==> config.mk <==
export PLATFORM = sky130hd
export DESIGN_NAME = t0cp_timer
export DESIGN_NICKNAME = d
export VERILOG_FILES = /design/src/include/t0cp_pkg.sv /design/src/verilog/t0cp_timer.sv
export SDC_FILE = /design/constraint.sdc
export NUM_CORES = 1
export LEC_CHECK = 0
export BUFFER_PORTS_ARGS = -buffer_cell sky130_fd_sc_hd__buf_4
export CORE_MARGIN = 2
export CORE_UTILIZATION = 55
export DETAILED_ROUTE_END_ITERATION = 7
export PLACE_DENSITY = 0.78
export SYNTH_ARGS = -nofsm -noshare
export SYNTH_HDL_FRONTEND = slang
export SYNTH_SLANG_ARGS = --single-unit
==> constraint.sdc <==
create_clock -name clk -period 2.72 [get_ports clk]
set_input_delay 0.272 -clock clk [delete_from_list [all_inputs] [get_ports clk]]
set_output_delay 0.272 -clock clk [all_outputs]
set_load 0.1 [all_outputs]
==> src/include/t0cp_pkg.sv <==
// t0cp package: constants and carriers for the timer0 counter block
package t0cp_pkg;

    // phase clocks per instruction cycle
    localparam int unsigned CLKS_PER_INSN = 4;
    // instruction cycles of count suppression after a low-byte write
    localparam logic [1:0]  INHIBIT_INSN  = 2'h2;

    // values after reset
    localparam logic [15:0] COUNT_RESET   = 16'h0000;
    localparam logic [7:0]  BUFFER_RESET  = 8'h00;
    localparam logic [7:0]  PRESCALE_ZERO = 8'h00;

    // wrap points
    localparam logic [7:0]  LOW_TOP       = 8'hff;
    localparam logic [15:0] WORD_TOP      = 16'hffff;

    // configuration bits
    typedef struct packed {
        logic       width_select;        // 1 = 8-bit, 0 = 16-bit
        logic       count_source_select; // 1 = external pin
        logic       count_edge_select;   // 1 = falling edge
        logic       prescaler_assign;    // 0 = prescaler feeds timer
        logic [2:0] prescale_ratio_field;
    } t0cp_cfg_s;

    // software access strobes, one cycle each
    typedef struct packed {
        logic       wr_low;
        logic       wr_high;
        logic       rd_low;
        logic       flag_clear;
        logic [7:0] data;
    } t0cp_sw_s;

endpackage : t0cp_pkg

==> src/verilog/t0cp_timer.sv <==
// t0cp_timer: 8/16-bit timer/counter with prescaler and overflow flag
//
// What this block does
// - source bit clear counts instruction cycles
// - low-byte write stalls count two instruction cycles
// - source bit set counts external pin edges
// - edge bit clear rising, set falling
// - pin edges synchronised before counting
// - hidden 8-bit prescale counter
// - assign bit clear: ratio 1:2 to 1:256
// - prescaler assignment changes while running
// - flag set on FFh or FFFFh wrap
// - interrupt only while enable bit set
// - no counting during sleep
// - low read latches high byte to buffer in 16-bit mode
// - low write loads high from buffer in 16-bit mode
`timescale 1ns/1ps
`default_nettype none

module t0cp_timer #(
    parameter int unsigned CLKS_PER_INSN = t0cp_pkg::CLKS_PER_INSN
) (
    // clock and reset
    input  wire logic                clk,
    input  wire logic                rst,
    // configuration and control
    input  wire t0cp_pkg::t0cp_cfg_s cfg,
    input  wire logic                overflow_irq_enable,
    input  wire logic                sleep,
    // software access
    input  wire t0cp_pkg::t0cp_sw_s  sw,
    // external count pin
    input  wire logic                external_count_input,
    // state seen by software
    output logic [7:0]               count_low_byte,
    output logic [7:0]               count_high_buffer,
    output logic                     overflow_flag,
    output logic                     overflow_irq
);

    localparam int unsigned PW = $clog2(CLKS_PER_INSN);

    generate
        if (CLKS_PER_INSN < 2)
        begin : g_bad_rate
            $error("CLKS_PER_INSN must be at least 2");
        end
    endgenerate

    function automatic logic [7:0] prescale_mask(input logic [2:0] r);
        prescale_mask = 8'hff >> (3'h7 - r);
    endfunction : prescale_mask

    ////////////////////////////////////////////////////////////////////
    // instruction cycle divider

    logic [PW-1:0] phase;
    logic [PW-1:0] next_phase;
    logic          insn_tick;

    always_comb
    begin
        insn_tick  = (phase == PW'(CLKS_PER_INSN - 1));
        next_phase = insn_tick ? '0 : phase + PW'(1);
    end

    always_ff @(posedge clk)
    begin
        if (rst)
            phase <= '0;
        else
            phase <= next_phase;
    end

    ////////////////////////////////////////////////////////////////////
    // pin synchroniser; sync1 feeds only sync2

    logic sync1;
    logic sync2;
    logic sync3;
    logic edge_hit;

    always_comb
    begin
        if (cfg.count_edge_select)
            edge_hit = ~sync2 & sync3;
        else
            edge_hit = sync2 & ~sync3;
    end

    always_ff @(posedge clk)
    begin
        if (rst)
        begin
            sync1 <= 1'b0;
            sync2 <= 1'b0;
            sync3 <= 1'b0;
        end
        else
        begin
            sync1 <= external_count_input;
            sync2 <= sync1;
            sync3 <= sync2;
        end
    end

    ////////////////////////////////////////////////////////////////////
    // source select, write inhibit and prescaler

    logic       source_tick;
    logic [1:0] inhibit;
    logic [1:0] next_inhibit;
    logic [7:0] prescale;
    logic [7:0] next_prescale;
    logic [7:0] mask;
    logic       pre_hit;
    logic       adv;

    always_comb
    begin
        // timer is shut off in sleep, so no wake by overflow
        if (sleep)
            source_tick = 1'b0;
        else if (cfg.count_source_select)
            source_tick = edge_hit;
        else
            source_tick = insn_tick;

        next_inhibit = inhibit;
        if (sw.wr_low)
            next_inhibit = t0cp_pkg::INHIBIT_INSN;
        else if (insn_tick && inhibit != 2'h0)
            next_inhibit = inhibit - 2'h1;

        mask    = prescale_mask(cfg.prescale_ratio_field);
        pre_hit = ((prescale & mask) == mask);

        // assignment read live each cycle: switchable while running
        next_prescale = prescale;
        if (sw.wr_low && !cfg.prescaler_assign)
            next_prescale = t0cp_pkg::PRESCALE_ZERO;
        else if (!cfg.prescaler_assign && source_tick)
            next_prescale = prescale + 8'h01;

        if (cfg.prescaler_assign)
            adv = source_tick;
        else
            adv = source_tick && pre_hit;
        adv = adv && (inhibit == 2'h0) && !sw.wr_low;
    end

    always_ff @(posedge clk)
    begin
        if (rst)
        begin
            inhibit  <= 2'h0;
            prescale <= t0cp_pkg::PRESCALE_ZERO;
        end
        else
        begin
            inhibit  <= next_inhibit;
            prescale <= next_prescale;
        end
    end

    ////////////////////////////////////////////////////////////////////
    // count, high buffer and overflow

    logic [15:0] count;
    logic [15:0] next_count;
    logic [7:0]  buffer;
    logic [7:0]  next_buffer;
    logic        wrap;
    logic        next_flag;
    logic        next_irq;

    always_comb
    begin
        next_count = count;
        wrap       = 1'b0;
        if (sw.wr_low)
        begin
            next_count[7:0] = sw.data;
            if (!cfg.width_select)
                next_count[15:8] = buffer;
        end
        else if (adv && cfg.width_select)
        begin
            next_count[7:0] = count[7:0] + 8'h01;
            wrap = (count[7:0] == t0cp_pkg::LOW_TOP);
        end
        else if (adv)
        begin
            next_count = count + 16'h0001;
            wrap = (count == t0cp_pkg::WORD_TOP);
        end

        next_buffer = buffer;
        if (sw.wr_high)
            next_buffer = sw.data;
        else if (sw.rd_low && !cfg.width_select)
            next_buffer = count[15:8];

        // a wrap in the clearing cycle keeps the flag set
        next_flag = wrap || (overflow_flag && !sw.flag_clear);
        next_irq  = next_flag && overflow_irq_enable;
    end

    always_ff @(posedge clk)
    begin
        if (rst)
        begin
            count         <= t0cp_pkg::COUNT_RESET;
            buffer        <= t0cp_pkg::BUFFER_RESET;
            overflow_flag <= 1'b0;
            overflow_irq  <= 1'b0;
        end
        else
        begin
            count         <= next_count;
            buffer        <= next_buffer;
            overflow_flag <= next_flag;
            overflow_irq  <= next_irq;
        end
    end

    assign count_low_byte    = count[7:0];
    assign count_high_buffer = buffer;
endmodule : t0cp_timer

`default_nettype wire
After elaboration in Yosys (flattened, before gate mapping)
Cells that the tools add are included.
{"block": "totals", "register_bits": 41, "latch_bits": 0, "ramBits": 0, "mem_bits_ro": 0, "in_bits": 24, "out_inout_bits": 18, "word_cells": 71, "memories": 0}
{"block": "op_classes", "n_addsub": 6, "multipliers": 0, "div_mod_pow": 0, "n_lt_le_gt_ge": 0, "n_eq_ne": 6, "n_shift": 1, "muxes": 16, "bitwise": 5, "n_reduce_logical": 25}
{"op": "2-to-1 mux 8 bit", "count": 5}
{"op": "2-to-1 mux 16 bit", "count": 2}
{"op": "adder 16 x 1 -> 16 bit (second input constant)", "count": 1}
{"op": "adder 8 x 1 -> 8 bit (second input constant)", "count": 2}
{"op": "== test 16 bit (second input constant)", "count": 1}
{"op": "logical AND 1 bit", "count": 10}
{"op": "AND 8 bit", "count": 1}
{"op": "== test 8 bit", "count": 1}
{"op": "== test 8 bit (second input constant)", "count": 1}
{"op": "nonzero test 2 bit", "count": 4}
{"op": ">> shifter 8 x 3 -> 8 bit (first input constant)", "count": 1}
{"op": "2-to-1 mux 1 bit", "count": 7}
{"op": "OR reduction 2 bit", "count": 3}
{"op": "zero test 1 bit", "count": 4}
{"op": "2-to-1 mux 2 bit", "count": 2}
{"op": "!= test 2 bit (second input constant)", "count": 2}
{"op": "AND reduction 3 bit", "count": 1}
{"op": "nonzero test 3 bit", "count": 1}
{"op": "subtractor 3 bit (first input constant)", "count": 1}
{"op": "adder 2 x 1 -> 2 bit (second input constant)", "count": 1}
{"op": "AND 1 bit", "count": 2}
{"op": "== test 2 bit (second input constant)", "count": 1}
{"op": "zero test 2 bit", "count": 1}
{"op": "inverter 1 bit", "count": 2}
{"op": "other kinds (2)", "count": 2}

Depth between registers and ports, before layout
{"block": "depth", "ltp_word": 14, "ltp_mapped": 8, "depth_no_buf": 7}

Worst setup path before layout
OpenSTA, ideal clock, no wires.
{"block": "synth_timing", "path_kind": "flip-flop to flip-flop", "from": "reg prescale[5]", "to": "reg count[9]", "setup_time_ns": 0.138, "arrival_ns": 1.820, "slack_ns": 0.762, "stages_incl_launch_ff": 8, "period_less_slack_ns": 1.958, "path_cell_list": "dfxtp_1 nand2_2 a31o_1 o41ai_4 a21oi_2 buf_6 o311ai_4 o41ai_2"}
{"block": "synth_between", "elab_chain_cells": 9, "elab_cells_between_ends": 10}
{"element": "start, declared", "line": "t0cp_timer.sv:113", "rtl": "logic [7:0] prescale;"}
{"element": "start signal, assigned", "line": "t0cp_timer.sv:157", "rtl": "prescale <= t0cp_pkg::PRESCALE_ZERO;"}
{"element": "start signal, assigned", "line": "t0cp_timer.sv:162", "rtl": "prescale <= next_prescale;"}
{"element": "AND 8 bit *", "line": "t0cp_timer.sv:136", "rtl": "pre_hit = ((prescale & mask) == mask);"}
{"element": "== test 8 bit *", "line": "t0cp_timer.sv:136"}
{"element": "logical AND 1 bit *", "line": "t0cp_timer.sv:148", "rtl": "adv = source_tick && pre_hit;"}
{"element": "2-to-1 mux 1 bit *", "line": "t0cp_timer.sv:145", "rtl": "if (cfg.prescaler_assign)"}
{"element": "logical AND 1 bit * (2 in a row)", "line": "t0cp_timer.sv:149", "rtl": "adv = adv && (inhibit == 2'h0) && !sw.wr_low;"}
{"element": "logical AND 1 bit", "line": "t0cp_timer.sv:187", "rtl": "else if (adv && cfg.width_select)"}
{"element": "!= test 2 bit (no source line)"}
{"element": "AND reduction 3 bit (no source line) *"}
{"element": "end signal, assigned", "line": "t0cp_timer.sv:213", "rtl": "count <= t0cp_pkg::COUNT_RESET;"}
{"element": "end signal, assigned", "line": "t0cp_timer.sv:220", "rtl": "count <= next_count;"}
{"element": "end, declared", "line": "t0cp_timer.sv:169", "rtl": "logic [15:0] count;"}
Mark *: on every way between the ends. The rest lies on a longest branch, timed or not.
A chain may end at the register's enable or synchronous reset.

Worst setup path after layout
{"block": "layout_timing", "from": "reg prescale[1]", "to": "reg count[11]"}
The elaborated chain is that of the path after synthesis.

==> run summary <==
In this run the number of H-tree levels came out at 2. The overall track demand over capacity in global routing came out at 23.36%. Once placement completed, the tool counted placed cells totaling roughly 330. In this run, distinct cell masters in the synthesized netlist total 53. The floorplan step set the die height to roughly 68 microns. The maximum buffer depth of the clock tree is 2. The root buffer cell chosen for the clock tree is sky130_fd_sc_hd__clkbuf_8. The category of the worst setup path capture point is a flop.

The core area is between 3000 and 4000 sq um. The most used flip-flop cell after synthesis is sky130_fd_sc_hd__dfxtp_1. The flop-to-flop setup slack came out at 530 ps.

The peak clock frequency supported by timing came out at 457.1 MHz. The number of antenna violations at the first check in global routing is 0. The overall via count from detail_route is ~2000.

The CTS buffer count came out at 5. The pre-antenna-repair detailed-routing pass consisted of 6 iterations. The internal power of the cells totals ~1000 uW. The top-level port count came out at 42. For the worst setup path, the data required time is 2910 ps. In the routed layout, each cell is associated on average with a via count of between 5 and 6. The clock net in this run drives a total of slightly above 40 sinks.

The transition time at the pin with the least slew margin came out at 770.0 ps. The width of the die is 67.92 microns. The worst setup path is launched from a flop. The final layout contains routed wiring with a total length of roughly 5100 microns.

The latest clock arrival within the worst-skew pair is 300 ps. The antenna diode count is 0. Measured against its own limit, the worst slew margin works out to roughly half. The CTS tree is done.

The final non-filler cell total came out at roughly 340. The maximum cell stage delay along the critical path is around 620 ps. Of the post-synthesis cell area, the dominant cell type holds 36.53%. The aggregate negative setup slack is 0 ps.

Dividing total power by cell area gives a power density of between 500 and 600 nW/um^2. The number of standard-cell rows in the floorplan is 23. The DRC violation total after the first TritonRoute iteration came out at slightly below 200. The area of the mapped netlist came out at around 2200 sq um. The capture point of the worst reg-to-reg path is count[11]. The length in cells of the worst reg-to-reg path came out at 6. The worst clock skew is about 4.1 ps. The critical path is of the flop to flop type.

The count of port buffers added during placement came out at between 40 and 50. The number of gates given a new drive strength after cts came out at 0. The routed length per placed instance came out at 15.00 microns. For this run, the post-layout net count is 314. The switching power of the nets is 466.0 uW. The largest vdd supply drop is 0.0002516 V.

In this run the critical register-to-register path is launched from prescale[1]. STA puts the critical path data arrival time at approximately 2400 ps. The largest net degree at the start of global routing is 31. The total power is 1.455 mW. The count of endpoints failing setup in the final report is 0. The initial utilization of the core area, before any placement, comes to 56.58%. Max-cap violations in this run came to 0.

Setup repair after global routing left no endpoint under its margin. Counting every instance in the synthesized netlist gives 258. The worst path needs between 2000 and 2500 ps of the cycle, external delays included. Post-CTS timing repair inserted 0 buffers for setup. By area the synthesized netlist is led by sky130_fd_sc_hd__dfxtp_1, sky130_fd_sc_hd__nor2_1, sky130_fd_sc_hd__mux2i_1. The end point of the worst hold path is overflow_irq. Dividing the synthesized area by the synthesized cell count gives 8.710 sq um. The number of warnings issued by yosys came out at 0. In the routed design, unresolved DRC markers number 0. The first-pass GRT wire length came out at 8045 microns. Hold repair after CTS inserted 0 buffers. The number of max-slew violations in the final report came out at 0. Dividing the final minimum period by the clock period gives 80.43%.

The worst hold path passes through 2 cells. After global routing the overflow that remains totals 0. The area growth from synthesis to layout came out at 16.87%.

The share of total power dissipated in the clock network is 34.4%. The number of hold violations in the final report is 0. Of all cell types, the one taking the most synthesized area is sky130_fd_sc_hd__dfxtp_1.

The number of global-route vias before repair came out at roughly 1700. The floorplan die area came out at approximately 4600 sq um. The maximum net fanout on the critical path is 15. The register share of total power is between 40 and 50%. The fraction of layout instances using a drive strength above 1 is between 20% and 30%. The net count of the mapped netlist is about 290.

The worst hold path belongs to the class primary input to flop. Traced cell by cell, the critical path runs through nor2b_1 -> a221oi_1 -> o41ai_4 -> a21oi_2 -> nor3_1 -> o221a_2. The congestion estimate from routability-driven global placement came to 0.8813. The remaining antenna violation count after routing came out at 0.

The fraction of power spent switching nets came out at 32.02%. The highest-delay cell along the critical path is sky130_fd_sc_hd__a21oi_2. The launch point of the worst hold path is overflow_irq_enable.

Clock-pin slew was measured on the worst setup and hold paths at approximately 80 ps. The detailed placement HPWL is between 3000 and 4000 microns. The number of enable-type register cells in the synthesized netlist came out at 0. After synthesis the netlist holds a flip-flop and latch count of approximately 40. The flow ran to the end, and the final reports show no timing, DRC or antenna violations.

The leakage power of the design came out at ~1.0 nW. For this run, the register share of the synthesized area comes to 36.53%. The share of synthesized registers carrying an async set or reset came out at 0%. The combinational share of power is a little over a fifth.
[cell type report]
class / instances / area [sq um]
inverters: 9 / 33.78
well taps: 50 / 62.56
fillers: 350 / 1345
repair buffers: 43 / 322.8
clock inverters: 3 / 46.29
multi-input cells: 186 / 1271
flip-flops and latches: 41 / 820.8
clock buffers: 5 / 68.82
[critical path: cells and delay by family, from the launching register on]
kind,cells,cell delay (ps)
simple gates,2,250
flops,1,350
compound gates,4,1480
[flip-flops by register name (all words and copies together) (netlist names)]
signal and flops:
count 16, count_high_buffer 8, inhibit 2, overflow_flag 1
overflow_irq 1, phase 2, prescale 8, sync1 1
sync2 1, sync3 1
[per-stage QoR]
step / instance area, sq um / setup WS [ps] / utilization (%) / hold slack (ps)
global placement: 2511 / 590.4 / 63.23 / 416.2
CTS: 2626 / 526.0 / 66.13 / 162.8
detailed placement: 2511 / 548.4 / 63.23 / 431.0
floorplan: 2247 / 762.5 / - / 393.7
global route: 2626 / 378.3 / 66.13 / 181.7
finish: 2626 / 532.2 / 66.13 / 169.8
[synth_stat cells, drive strengths merged (7+ instances only)]
| cell type | count |
|---|---|
| o21ai | 8 |
| xnor2 | 7 |
| nor2b | 7 |
| nor2 | 32 |
| a21oi | 11 |
| clkbuf | 12 |
| nor3 | 11 |
| dfxtp | 41 |
| a211oi | 13 |
| nand2 | 12 |
| buf | 10 |
| xor2 | 7 |
| inv | 9 |
| mux2i | 10 |
[power by group through the flow]
stage          Clock [mW]  Sequential [mW]  Combinational (mW)
2_1_floorplan           0            0.721               0.177
3_3_place_gp            0            0.665               0.299
3_5_place_dp            0            0.666               0.303
4_1_cts             0.515            0.652               0.303
5_1_grt             0.541            0.656               0.322
6_report            0.501            0.652               0.302
[logic make-up (layout without fill, tap and decap cells)]
| kind of cell | count (synthesis) | after routing | synth area share (%) |
|---|---|---|---|
| buf+inv | 31 | 60 | 6.904 |
| compound gates | 59 | 59 | 21.72 |
| simple gates | 99 | 99 | 22.72 |
| fa+ha+maj | 4 | 4 | 2.227 |
| xor+xnor | 14 | 14 | 5.457 |
| mux | 10 | 10 | 4.455 |
| flops | 41 | 41 | 36.53 |
[cell usage in the layout, fill, tap and decap left out, types with 9 or more instances in the layout]
cell / count
sky130_fd_sc_hd__a211oi_1: 13
sky130_fd_sc_hd__a21oi_1: 10
sky130_fd_sc_hd__buf_4: 43
sky130_fd_sc_hd__dfxtp_1: 41
sky130_fd_sc_hd__inv_1: 9
sky130_fd_sc_hd__mux2i_1: 10
sky130_fd_sc_hd__nand2_1: 11
sky130_fd_sc_hd__nor2_1: 32
sky130_fd_sc_hd__nor3_1: 11
[worst max-delay path by stage]
stage,startpoint,to,slack [ps],cells after the start
5_1_grt,prescale[1],count[11],380,6
4_1_cts,prescale[1],count[11],530,6
6_report,prescale[1],count[11],530,6
3_3_place_gp,cfg[4],count[8],590,7
2_1_floorplan,prescale[5],count[9],760,7
3_5_place_dp,prescale[1],count[11],550,6
[metal layers]
metal	track usage [%]	routed length (microns)
met3	5.099	358
met4	8.250	67
met1	33.74	2292
met5	0	0
met2	33.98	2336
Note: power is estimated with default switching activity, not from simulation.
